$ cat src/tpmpwm_pkg.sv
/*
 * Constants for the three-phase motor PWM generator: register indices,
 * field positions, reset values and timing counts.
 * Assumes a 125 MHz source clock and a 32-bit classic Wishbone slave port.
 */
package tpmpwm_pkg;
   // ----------------------------------------------------------------
   // Register indices (byte address is four times the index)
   // ----------------------------------------------------------------
   localparam logic [11:0] IDX_CTRL_A   = 12'hece;
   localparam logic [11:0] IDX_CTRL_B   = 12'hecf;
   localparam logic [11:0] IDX_OUT_CTL  = 12'hed2;
   localparam logic [11:0] IDX_COUNT    = 12'hed4;
   localparam logic [11:0] IDX_PERIOD   = 12'hed6;
   localparam logic [11:0] IDX_DUTY_U   = 12'hed8;
   localparam logic [11:0] IDX_DUTY_V   = 12'heda;
   localparam logic [11:0] IDX_DUTY_W   = 12'hedc;
   localparam logic [11:0] IDX_DEAD     = 12'hede;

   // ----------------------------------------------------------------
   // Control register A fields
   // ----------------------------------------------------------------
   localparam int A_HALF_INT  = 7;
   localparam int A_DUTY_IND  = 6;
   localparam int A_POL_UP    = 5;
   localparam int A_POL_LO    = 4;
   localparam int A_INTV_LSB  = 2;
   localparam int A_TRI       = 1;
   localparam int A_ENABLE    = 0;

   // ----------------------------------------------------------------
   // Control register B fields
   // ----------------------------------------------------------------
   localparam int B_SINGLE_EN = 7;
   localparam int B_NONCOMP   = 2;
   localparam int B_CLK_LSB   = 0;

   // ----------------------------------------------------------------
   // Phase output control fields
   // ----------------------------------------------------------------
   localparam int O_DIR       = 15;
   localparam int O_PAT_LSB   = 12;
   localparam int O_SYNC_PRD  = 11;
   localparam int O_SEL_LSB   = 8;
   localparam int O_SRC_LSB   = 6;
   localparam int O_LVL_LSB   = 0;

   // Duty register single-side bit
   localparam int D_SINGLE    = 15;

   // ----------------------------------------------------------------
   // Reset values
   // ----------------------------------------------------------------
   localparam logic [7:0]  RST_CTRL_A  = 8'h00;
   localparam logic [7:0]  RST_CTRL_B  = 8'h00;
   localparam logic [14:0] RST_OUT_CTL = 15'h0000;
   localparam logic [11:0] RST_PERIOD  = 12'hfff;
   localparam logic [15:0] RST_DUTY    = 16'h0000;
   localparam logic [7:0]  RST_DEAD    = 8'h00;

   // ----------------------------------------------------------------
   // Timing: dead time unit is two source-clock periods
   // ----------------------------------------------------------------
   localparam int DEAD_UNIT_CYC = 2;

   // Output update sources
   typedef enum logic [1:0] {
      TPMPWM_SRC_ASYNC = 2'h0,
      TPMPWM_SRC_POS   = 2'h1,
      TPMPWM_SRC_TMR1  = 2'h2,
      TPMPWM_SRC_TMR2  = 2'h3
   } tpmpwm_src_t;
endpackage

$ cat src/tpmpwm_top.sv
/*
 * Three-phase motor PWM generator: Wishbone register file, prescaler,
 * sawtooth/triangle counter, duty compare, dead time and polarity.
 * Assumes classic Wishbone on clk_i and asynchronous event pins for
 * position detection and the two timers.
 */
// How it works
// - Single-side generation only allowed while control B bit 7 is set.
// - Control B bit 2 set turns off lower outputs of PWM-selected phases, non-complementary; fixed levels are kept.
// - Counter clock is source clock divided by 1, 2, 4 or 8.
// - Half-period bit with interval 00 raises event every half period.
// - Control A bit 6 clear: all phases use U duty; set: own duty.
// - Upper outputs active low when polarity bit clear, high when set.
// - Lower outputs active low when polarity bit clear, high when set.
// - Event interval field gives one event per 1, 2, 4 or 8 periods.
// - Alignment bit clear sawtooth, set triangular counting.
// - Control A bit 0 enables synthesis; clear holds outputs inactive.
// - Dead time is setting times two source clocks between complementary edges.
// - Output control bit 15 reads counter direction, 1 counting down.
// - Bits 14..12 hold writable W, V, U position comparison pattern.
// - Bit 11 set applies new settings at period, clear immediately.
// - Phase select bits 10..8: fixed level when clear, PWM when set.
// - Output update source: immediate, position detect, timer 1, timer 2.
// - Counter value readable as twelve-bit read-only register.
// - Duty bit 15 selects single-side PWM for that phase.
// - Each phase has a writable twelve-bit duty value.
`timescale 1ns/1ps
module tpmpwm_top (
   // Clock and reset
   input  wire logic        clk_i,
   input  wire logic        rst_i,
   // Wishbone slave
   input  wire logic        cyc_i,
   input  wire logic        stb_i,
   input  wire logic        we_i,
   input  wire logic [13:0] adr_i,
   input  wire logic [3:0]  sel_i,
   input  wire logic [31:0] dat_i,
   output logic      [31:0] dat_o,
   output logic             ack_o,
   // Output update events from outside
   input  wire logic        pos_detect_i,
   input  wire logic        timer1_i,
   input  wire logic        timer2_i,
   // Gate drive and status
   output logic      [2:0]  upper_o,
   output logic      [2:0]  lower_o,
   output logic      [2:0]  pos_pattern_o,
   output logic             pwm_event_o
);
   // ----------------------------------------------------------------
   // Registers
   // ----------------------------------------------------------------
   logic [7:0]  ctrl_a;
   logic [7:0]  ctrl_b;
   logic [14:0] out_ctl;
   logic [11:0] period;
   logic [15:0] duty_reg [3];
   logic [7:0]  dead;

   // ----------------------------------------------------------------
   // Bus decode
   // ----------------------------------------------------------------
   // Ack masks a held request so it is taken once
   wire         req      = cyc_i & stb_i & ~ack_o;
   wire         wr       = req & we_i;
   wire  [11:0] idx      = adr_i[13:2];

   wire         hit_a    = idx == tpmpwm_pkg::IDX_CTRL_A;
   wire         hit_b    = idx == tpmpwm_pkg::IDX_CTRL_B;
   wire         hit_out  = idx == tpmpwm_pkg::IDX_OUT_CTL;
   wire         hit_cnt  = idx == tpmpwm_pkg::IDX_COUNT;
   wire         hit_prd  = idx == tpmpwm_pkg::IDX_PERIOD;
   wire         hit_u    = idx == tpmpwm_pkg::IDX_DUTY_U;
   wire         hit_v    = idx == tpmpwm_pkg::IDX_DUTY_V;
   wire         hit_w    = idx == tpmpwm_pkg::IDX_DUTY_W;
   wire         hit_dead = idx == tpmpwm_pkg::IDX_DEAD;

   wire  [2:0]  hit_duty = {hit_w, hit_v, hit_u};

   wire         wr_lo    = wr & sel_i[0];
   wire         wr_hi    = wr & sel_i[1];

   // ----------------------------------------------------------------
   // Control fields
   // ----------------------------------------------------------------
   wire         enable    = ctrl_a[tpmpwm_pkg::A_ENABLE];
   wire         tri_mode  = ctrl_a[tpmpwm_pkg::A_TRI];
   wire  [1:0]  intv      = ctrl_a[tpmpwm_pkg::A_INTV_LSB +: 2];
   wire         pol_up    = ctrl_a[tpmpwm_pkg::A_POL_UP];
   wire         pol_lo    = ctrl_a[tpmpwm_pkg::A_POL_LO];
   wire         duty_ind  = ctrl_a[tpmpwm_pkg::A_DUTY_IND];
   wire         half_int  = ctrl_a[tpmpwm_pkg::A_HALF_INT];

   wire         single_en = ctrl_b[tpmpwm_pkg::B_SINGLE_EN];
   wire         noncomp   = ctrl_b[tpmpwm_pkg::B_NONCOMP];
   wire  [1:0]  clk_sel   = ctrl_b[tpmpwm_pkg::B_CLK_LSB +: 2];

   wire         sync_prd  = out_ctl[tpmpwm_pkg::O_SYNC_PRD];
   wire  [1:0]  src_sel   = out_ctl[tpmpwm_pkg::O_SRC_LSB +: 2];

   // ----------------------------------------------------------------
   // Register writes
   // ----------------------------------------------------------------
   always_ff @(posedge clk_i) begin
      if (rst_i) begin
         ctrl_a  <= tpmpwm_pkg::RST_CTRL_A;
         ctrl_b  <= tpmpwm_pkg::RST_CTRL_B;
         out_ctl <= tpmpwm_pkg::RST_OUT_CTL;
         period  <= tpmpwm_pkg::RST_PERIOD;
         dead    <= tpmpwm_pkg::RST_DEAD;
      end else begin
         if (wr_lo && hit_a) ctrl_a <= dat_i[7:0];
         if (wr_lo && hit_b) ctrl_b <= dat_i[7:0];
         if (wr_lo && hit_dead) dead <= dat_i[7:0];

         if (wr_lo && hit_out) out_ctl[7:0] <= dat_i[7:0];
         if (wr_hi && hit_out) out_ctl[14:8] <= dat_i[14:8];

         if (wr_lo && hit_prd) period[7:0] <= dat_i[7:0];
         if (wr_hi && hit_prd) period[11:8] <= dat_i[11:8];
      end
   end

   // ----------------------------------------------------------------
   // Prescaler
   // ----------------------------------------------------------------
   logic [2:0] div;
   wire  [2:0] div_mask = (3'h1 << clk_sel) - 3'h1;

   // Tick every 1, 2, 4 or 8 clocks
   wire        tick     = (div & div_mask) == 3'h0;

   // Cleared while off, so the first step comes at once
   always_ff @(posedge clk_i) begin
      if (rst_i || !enable) div <= 3'h0;
      else                  div <= div + 3'h1;
   end

   // ----------------------------------------------------------------
   // Counter
   // ----------------------------------------------------------------
   logic [11:0] cnt;
   logic        dir_down;
   logic [11:0] act_period;

   // A shrunk period makes the counter wrap or turn at once
   wire         at_top  = cnt >= act_period;
   wire         at_bot  = cnt == 12'h000;
   wire         step    = enable & tick;
   // Period ends at sawtooth wrap or triangle valley
   wire         prd_evt = step & (tri_mode ? (dir_down & at_bot) : at_top);
   wire         half_evt = step & (tri_mode ? (~dir_down & at_top)
                                            : (cnt == (act_period >> 1)));

   always_ff @(posedge clk_i) begin
      if (rst_i || !enable) begin
         cnt      <= 12'h000;
         dir_down <= 1'b0;
      end else if (tick) begin
         if (!tri_mode) begin
            cnt      <= at_top ? 12'h000 : cnt + 12'h001;
            dir_down <= 1'b0;
         end else if (!dir_down) begin
            if (at_top) begin
               dir_down <= 1'b1;
               cnt      <= cnt - 12'h001;
            end else begin
               cnt      <= cnt + 12'h001;
            end
         end else if (at_bot) begin
            dir_down <= 1'b0;
            cnt      <= cnt + 12'h001;
         end else begin
            cnt      <= cnt - 12'h001;
         end
      end
   end

   // ----------------------------------------------------------------
   // Event interval
   // ----------------------------------------------------------------
   logic [2:0] prd_cnt;
   wire  [2:0] intv_mask = (3'h1 << intv) - 3'h1;

   // One event per 1, 2, 4 or 8 periods
   wire        intv_hit  = prd_evt & ((prd_cnt & intv_mask) == intv_mask);
   // Half-period events only with interval 00
   wire        half_hit  = half_int & (intv == 2'h0) & half_evt;

   always_ff @(posedge clk_i) begin
      if (rst_i || !enable) prd_cnt <= 3'h0;
      else if (prd_evt)     prd_cnt <= prd_cnt + 3'h1;
   end

   always_ff @(posedge clk_i) begin
      if (rst_i) pwm_event_o <= 1'b0;
      else       pwm_event_o <= intv_hit | half_hit;
   end

   // ----------------------------------------------------------------
   // Event pin synchronisers
   // ----------------------------------------------------------------
   logic [2:0] ev_s1;
   logic [2:0] ev_s2;
   logic [2:0] ev_s3;
   logic [2:0] ev_s4;

   // Edge counts only once stages two and three agree
   wire  [2:0] ev_rise = ev_s3 & ~ev_s4 & ev_s2;

   always_ff @(posedge clk_i) begin
      if (rst_i) begin
         ev_s1 <= 3'h0;
         ev_s2 <= 3'h0;
         ev_s3 <= 3'h0;
         ev_s4 <= 3'h0;
      end else begin
         ev_s1 <= {timer2_i, timer1_i, pos_detect_i};
         ev_s2 <= ev_s1;
         ev_s3 <= ev_s2;
         ev_s4 <= ev_s3;
      end
   end

   wire src_evt = (src_sel == tpmpwm_pkg::TPMPWM_SRC_ASYNC) ? 1'b1 :
                  (src_sel == tpmpwm_pkg::TPMPWM_SRC_POS)   ? ev_rise[0] :
                  (src_sel == tpmpwm_pkg::TPMPWM_SRC_TMR1)  ? ev_rise[1] :
                                                              ev_rise[2];
   wire load_set = sync_prd ? (prd_evt | ~enable) : 1'b1;
   // Event pulse lasts one cycle; keep it until the period end takes it
   logic evt_pend;
   wire  load_out = load_set & (src_evt | evt_pend);

   always_ff @(posedge clk_i) begin
      if (rst_i || load_out) evt_pend <= 1'b0;
      else if (src_evt)      evt_pend <= 1'b1;
   end

   // ----------------------------------------------------------------
   // Active copies of settings
   // ----------------------------------------------------------------
   logic [2:0] act_sel;
   logic [5:0] act_lvl;

   always_ff @(posedge clk_i) begin
      if (rst_i) begin
         act_period <= tpmpwm_pkg::RST_PERIOD;
         act_sel    <= 3'h0;
         act_lvl    <= 6'h00;
      end else begin
         if (load_set) act_period <= period;
         if (load_out) begin
            act_sel <= out_ctl[tpmpwm_pkg::O_SEL_LSB +: 3];
            act_lvl <= out_ctl[tpmpwm_pkg::O_LVL_LSB +: 6];
         end
      end
   end

   // ----------------------------------------------------------------
   // Per-phase duty, compare, dead time and polarity
   // ----------------------------------------------------------------
   wire [8:0] dead_cyc = 9'({dead, 1'b0}) * 9'(tpmpwm_pkg::DEAD_UNIT_CYC / 2);

   genvar p;
   generate
      for (p = 0; p < 3; p++) begin : g_phase
         logic [15:0] act_duty;
         logic        prev;
         logic [8:0]  dt_cnt;

         always_ff @(posedge clk_i) begin
            if (rst_i) begin
               duty_reg[p] <= tpmpwm_pkg::RST_DUTY;
            end else begin
               // Bit 15 kept for single-side choice
               if (wr_lo && hit_duty[p]) duty_reg[p][7:0] <= dat_i[7:0];
               if (wr_hi && hit_duty[p]) duty_reg[p][15:8] <= {dat_i[15], 3'h0, dat_i[11:8]};
            end
         end

         // Shared U duty or own duty
         wire [15:0] duty_src = duty_ind ? duty_reg[p] : duty_reg[0];

         always_ff @(posedge clk_i) begin
            if (rst_i)         act_duty <= tpmpwm_pkg::RST_DUTY;
            else if (load_set) act_duty <= duty_src;
         end

         wire raw    = enable & (cnt < act_duty[11:0]);
         // Single-side only under the global enable
         wire single = single_en & act_duty[tpmpwm_pkg::D_SINGLE];

         // Both off for the dead time after each change
         always_ff @(posedge clk_i) begin
            if (rst_i) begin
               prev   <= 1'b0;
               dt_cnt <= 9'h000;
            end else if (raw != prev) begin
               prev   <= raw;
               dt_cnt <= dead_cyc;
            end else if (dt_cnt != 9'h000) begin
               dt_cnt <= dt_cnt - 9'h001;
            end
         end

         wire settled = dt_cnt == 9'h000;

         wire lower_pwm = ~prev & settled & enable & ~single & ~noncomp;
         wire upper_pwm = prev & settled;

         // PWM or fixed level per phase
         wire up_lvl = act_sel[p] ? upper_pwm : enable & act_lvl[2*p+1];
         wire lo_lvl = act_sel[p] ? lower_pwm : enable & act_lvl[2*p];

         always_ff @(posedge clk_i) begin
            if (rst_i) begin
               upper_o[p] <= 1'b1;
               lower_o[p] <= 1'b1;
            end else begin
               upper_o[p] <= pol_up ? up_lvl : ~up_lvl;
               lower_o[p] <= pol_lo ? lo_lvl : ~lo_lvl;
            end
         end
      end
   endgenerate

   assign pos_pattern_o = out_ctl[tpmpwm_pkg::O_PAT_LSB +: 3];

   // ----------------------------------------------------------------
   // Read mux and acknowledge
   // ----------------------------------------------------------------
   // Direction in bit 15
   wire [15:0] out_rd = {dir_down, out_ctl};

   // Unmapped offsets read zero; writes there are dropped
   // Live counter value
   wire [15:0] rd_mux = hit_a    ? {8'h00, ctrl_a} :
                        hit_b    ? {8'h00, ctrl_b} :
                        hit_out  ? out_rd :
                        hit_cnt  ? {4'h0, cnt} :
                        hit_prd  ? {4'h0, period} :
                        hit_u    ? duty_reg[0] :
                        hit_v    ? duty_reg[1] :
                        hit_w    ? duty_reg[2] :
                        hit_dead ? {8'h00, dead} : 16'h0000;

   always_ff @(posedge clk_i) begin
      if (rst_i) begin
         ack_o <= 1'b0;
         dat_o <= 32'h00000000;
      end else begin
         ack_o <= req;
         if (req && !we_i) dat_o <= {16'h0000, rd_mux};
      end
   end

endmodule // tpmpwm_top

$ cat config.mk
export PLATFORM = sky130hd
export DESIGN_NAME = tpmpwm_top
export DESIGN_NICKNAME = d
export VERILOG_FILES = /design/src/tpmpwm_pkg.sv /design/src/tpmpwm_top.sv
export SDC_FILE = /design/constraint.sdc
export NUM_CORES = 1
export LEC_CHECK = 0
export ABC_AREA = 1
export BUFFER_PORTS_ARGS = -buffer_cell sky130_fd_sc_hd__buf_4
export CAP_MARGIN = 20
export CORE_ASPECT_RATIO = 0.6
export CORE_MARGIN = 2
export CORE_UTILIZATION = 30
export CTS_CLUSTER_SIZE = 28
export DETAILED_ROUTE_END_ITERATION = 6
export PLACE_DENSITY = 0.54
export SLEW_MARGIN = 20
export SYNTH_ARGS = -nofsm -noshare
export SYNTH_HDL_FRONTEND = slang
export SYNTH_SLANG_ARGS = --single-unit
export TNS_END_PERCENT = 1
$ cat constraint.sdc
create_clock -name clk_i -period 3.8 [get_ports clk_i]
set_clock_uncertainty 0.05 [all_clocks]
set_input_delay 1.14 -clock clk_i [delete_from_list [all_inputs] [get_ports clk_i]]
set_output_delay 1.14 -clock clk_i [all_outputs]
set_load 0.005 [all_outputs]
==> flow_results.xml <==
<?xml version="1.0" encoding="UTF-8"?>
<metrics>
  <group name="power">
    <metric name="comb_power_share" unit="%">15.0</metric>
    <metric name="powerDensity" unit="mW/mm^2">435</metric>
    <metric name="power_leakage" unit="nW">6.60</metric>
    <metric name="peak_supply_drop" unit="uV">236</metric>
    <metric name="switching_share" unit="%">27.3</metric>
    <metric name="sequentialPowerShare" unit="%">43.9</metric>
    <metric name="power.share.clock" unit="%">41.1</metric>
    <metric name="fin_total_pwr" unit="W">0.00629</metric>
    <metric name="p_int" unit="W">0.00457</metric>
    <metric name="netSwitchingPower" unit="W">0.00172</metric>
  </group>
  <group name="cells_and_area">
    <metric name="area_growth" unit="%">14.5</metric>
    <metric name="layout.cell_area.non_filler" unit="sq mm">0.0144</metric>
    <metric name="design.final.nets" unit="">1894</metric>
    <metric name="antenna-diode-count" unit="">0</metric>
    <metric name="post_route_cells_drive_above_1_share" unit="%">10.6</metric>
  </group>
  <group name="clock_network">
    <metric name="cts_repair_resize_count" unit="">0</metric>
    <metric name="clock-root-buffer" unit="">clkbuf_16</metric>
    <metric name="path_clk_slew" unit="ps">60</metric>
    <metric name="postCtsHoldBufs" unit="">0</metric>
    <metric name="clock_tree.htree_level_count" unit="">1</metric>
    <metric name="clkLatencyLatePin" unit="ps">540</metric>
    <metric name="clockBufferDepth" unit="">3</metric>
    <metric name="postCtsSetupBuffers" unit="">0</metric>
    <metric name="cts_inserted_buffers" unit="">24</metric>
    <metric name="clk_sinks" unit="">236</metric>
    <metric name="cts_tree" unit="">yes</metric>
  </group>
  <group name="sta">
    <metric name="slew_violations" unit="">0</metric>
    <metric name="final.min_clock_period" unit="ps">3240</metric>
    <metric name="rsz0062_at_grt" unit="">no</metric>
    <metric name="min_period_over_period" unit="%">85.3</metric>
    <metric name="finalSetupTns" unit="ps">0</metric>
    <metric name="max_clock_freq" unit="MHz">308</metric>
    <metric name="relSlewSlack" unit="%">34.8</metric>
    <metric name="final_setup_violations" unit="">0</metric>
    <metric name="worst_hold_slack" unit="ps">355</metric>
    <metric name="final-hold-violation-count" unit="">0</metric>
    <metric name="worst_slew_pin_slew" unit="ps">975</metric>
  </group>
  <group name="placed_design">
    <metric name="post_dp_cell_area" unit="sq mm">0.0136</metric>
    <metric name="port_buffers" unit="">64</metric>
    <metric name="gp_congestion" unit="">0.902</metric>
    <metric name="dp.final_hpwl" unit="mm">30.5</metric>
  </group>
  <group name="synthesis">
    <metric name="yosys_warnings" unit="">0</metric>
    <metric name="synth_register_bits" unit="">236</metric>
    <metric name="synth.lib_cells_used.distinct" unit="">52</metric>
    <metric name="synthesis.area" unit="sq mm">0.0126</metric>
    <metric name="share_of_synthesized_area_occupied_by_flip_flops_and_latches" unit="%">40.6</metric>
    <metric name="synthesis.instances" unit="">1730</metric>
    <metric name="postSynth.asyncResetShare" unit="%">0</metric>
    <metric name="synth_edf_count" unit="">39</metric>
    <metric name="ys_dominant_reg_cell" unit="">dfxtp_1</metric>
    <metric name="synth_area_per_cell" unit="sq um">7.29</metric>
  </group>
  <group name="critical_path">
    <metric name="critical_path_class" unit="">flop to flop</metric>
    <metric name="critical_path_required" unit="ps">4180</metric>
    <metric name="critPathSlowestCell" unit="">o21ai_0</metric>
    <metric name="timing.critical_path.arrival" unit="ps">3620</metric>
    <metric name="critical_path_peak_fanout" unit="">15</metric>
    <metric name="worst_r2r_startpoint" unit="">cnt[3]</metric>
    <metric name="r2r_cells" unit="">10</metric>
    <metric name="worstSetupEndpointType" unit="">flop</metric>
    <metric name="ff2ff_setup_slack" unit="ps">560</metric>
    <metric name="worstPathCellList" unit="">ha_1 &gt; nand2_1 &gt; o21ai_0 &gt; nand3_1 &gt; nand3_1 &gt; nand2_1 &gt; nand2_1 &gt; inv_1 &gt; a21oi_1 &gt; nor2_1</metric>
    <metric name="r2r_end" unit="">g_phase[0].dt_cnt[8]</metric>
    <metric name="cpPeakStageDelay" unit="ps">760</metric>
    <metric name="startpoint_class_of_the_critical_path" unit="">flop</metric>
    <metric name="crit_path_frequent_cell" unit="">nand2_1</metric>
  </group>
  <group name="drt">
    <metric name="vias" unit="">11600</metric>
    <metric name="detail_route.first_pass.iterations" unit="">7</metric>
    <metric name="drtAntennaViolNets" unit="">0</metric>
    <metric name="post-route-drc-count" unit="">0</metric>
    <metric name="detailedRoute.firstIterationViolations" unit="">1124</metric>
    <metric name="routed_wire_length_per_instance" unit="microns">16.8</metric>
    <metric name="viasPerCell" unit="">4.90</metric>
    <metric name="drt_wl_total" unit="mm">39.8</metric>
  </group>
  <group name="floorplan">
    <metric name="die_x" unit="microns">269</metric>
    <metric name="core-area" unit="sq mm">0.0417</metric>
    <metric name="rows" unit="">58</metric>
    <metric name="dieArea" unit="sq mm">0.0437</metric>
    <metric name="die_height" unit="microns">163</metric>
    <metric name="effective_utilization_at_floorplan" unit="%">30.3</metric>
    <metric name="pin_count" unit="">101</metric>
  </group>
  <group name="min_path">
    <metric name="holdCritStartpoint" unit="">ev_s1[1]</metric>
    <metric name="whs_path_depth" unit="">2</metric>
    <metric name="class_of_the_tightest_hold_or_removal_check" unit="">flop to flop</metric>
    <metric name="worstHoldEndpoint" unit="">ev_s2[1]</metric>
  </group>
  <group name="grt">
    <metric name="grt_start_max_net_pins" unit="">72</metric>
    <metric name="global_route.usage.total" unit="%">18.1</metric>
    <metric name="grt_first_pass_wirelength" unit="mm">61.0</metric>
    <metric name="antenna_found_initial" unit="">2</metric>
    <metric name="grt_pass1_vias" unit="">10400</metric>
    <metric name="globalRoute.totalOverflow" unit="">0</metric>
  </group>
  <group name="outcome">
    <metric name="result_of_the_run" unit="">finished clean</metric>
  </group>
  <group name="flow_run">
    <metric name="cap_viol_max_count" unit="">0</metric>
  </group>
</metrics>
==> cells in the final DEF (no fill, tap or decap), types with 5 or more instances in the layout <==
cell and count:
nor2_1 311, o21ai_1 13, xnor2_1 6, inv_2 12
buf_4 97, nand3b_1 10, nor2_4 5, dfxtp_1 197
clkinv_2 5, nor3_1 23, o21ai_0 64, edfxtp_1 39
nand4_1 40, or2_2 8, o211ai_1 15, clkbuf_16 26
xor2_1 30, a21oi_1 141, ha_1 53, a211oi_1 42
conb_1 16, nand3_1 77, nor2_2 6, nand2_1 327
inv_1 179, a21oi_2 7
==> per-layer routing <==
metal  track usage [%]  wire length, microns  share of wire [%]  vias up
li1                  -                     -                  -     5743
met1              29.8                 21000                 53     5419
met2              23.5                 14600                 37      416
met3              4.32                  3760                9.5       35
met4              2.05                   340               0.86        2
met5                 0                    13              0.033        -
==> worst max-delay path, delay by kind of cell (launching register included) <==
family	cells	cell delay (ps)
simple gates	6	1070
compound gates	2	910
flops	1	700
fa+ha+maj	1	250
buf+inv	1	160
==> power by group through the flow <==
| stage | Combinational (W) | Sequential [W] | Clock, W |
|---|---|---|---|
| detailed placement | 0.000935 | 0.00281 | 0 |
| global route | 0.00110 | 0.00278 | 0.00273 |
| global placement | 0.000912 | 0.00281 | 0 |
| finish | 0.000942 | 0.00276 | 0.00258 |
| floorplan | 0.000722 | 0.00279 | 0 |
| CTS | 0.000940 | 0.00276 | 0.00262 |
==> how the worst max path moves through the flow <==
stage          depth (start not counted)                    to  slack [ps]      start
6_report                              10  g_phase[0].dt_cnt[8]         560     cnt[3]
5_1_grt                               10  g_phase[1].dt_cnt[7]         290     cnt[3]
4_1_cts                                9        act_period[10]         640     cnt[3]
3_5_place_dp                          10            out_ctl[8]         500   adr_i[7]
3_3_place_gp                           8       duty_reg[0][11]         560   adr_i[7]
2_1_floorplan                          7        duty_reg[2][0]         760  adr_i[10]
==> synthesized netlist by cell type (all sizes together), types with 3 or more instances <==
cell type,n,share of area (%)
nand3,80,3.4
edfxtp,39,9.3
o22ai,3,0.15
buf,55,3.3
nand3b,10,0.60
o21ai,78,3.1
inv,190,5.7
o211ai,15,0.89
nand2,331,9.9
a211oi,44,2.7
a21oi,148,6.1
xor2,30,2.1
o2111ai,3,0.21
nor3,26,1.2
xnor2,6,0.42
nor2,322,10
a21boi,4,0.24
ha,53,5.3
or2,8,0.40
a31oi,3,0.15
dfxtp,197,31
clkbuf,31,0.93
clkinv,3,0.089
nand4,40,2.0
==> through the flow <==
step,instances,utilization (%),worst slack [ps]
2_1_floorplan,1745,-,759
3_3_place_gp,2327,32.6,565
3_5_place_dp,2327,32.6,496
4_1_cts,2370,34.7,643
5_1_grt,2370,34.7,290
6_report,2370,34.7,558
==> cell families (layout without fill, tap and decap cells) <==
family	after synthesis	count (layout)	synth area share, %
AND/OR/NAND/NOR	822	822	27.8
AO/OA/AOI/OAI	303	303	13.9
flip-flops	236	236	40.6
adder cells (fa/ha/maj)	53	53	5.26
buffers and inverters	279	334	9.97
XOR/XNOR	36	36	2.50
other	1	16	0.0297
==> area by class of cell <==
type | count | area [sq um]
clock buffers | 34 | 722
clock inverters | 9 | 123
fillers | 4460 | 27200
inverters | 193 | 724
multi-input cells | 1230 | 6290
flip-flops and latches | 236 | 5110
well taps | 570 | 713
repair buffers | 98 | 748
Note: power is estimated with default switching activity, not from simulation.
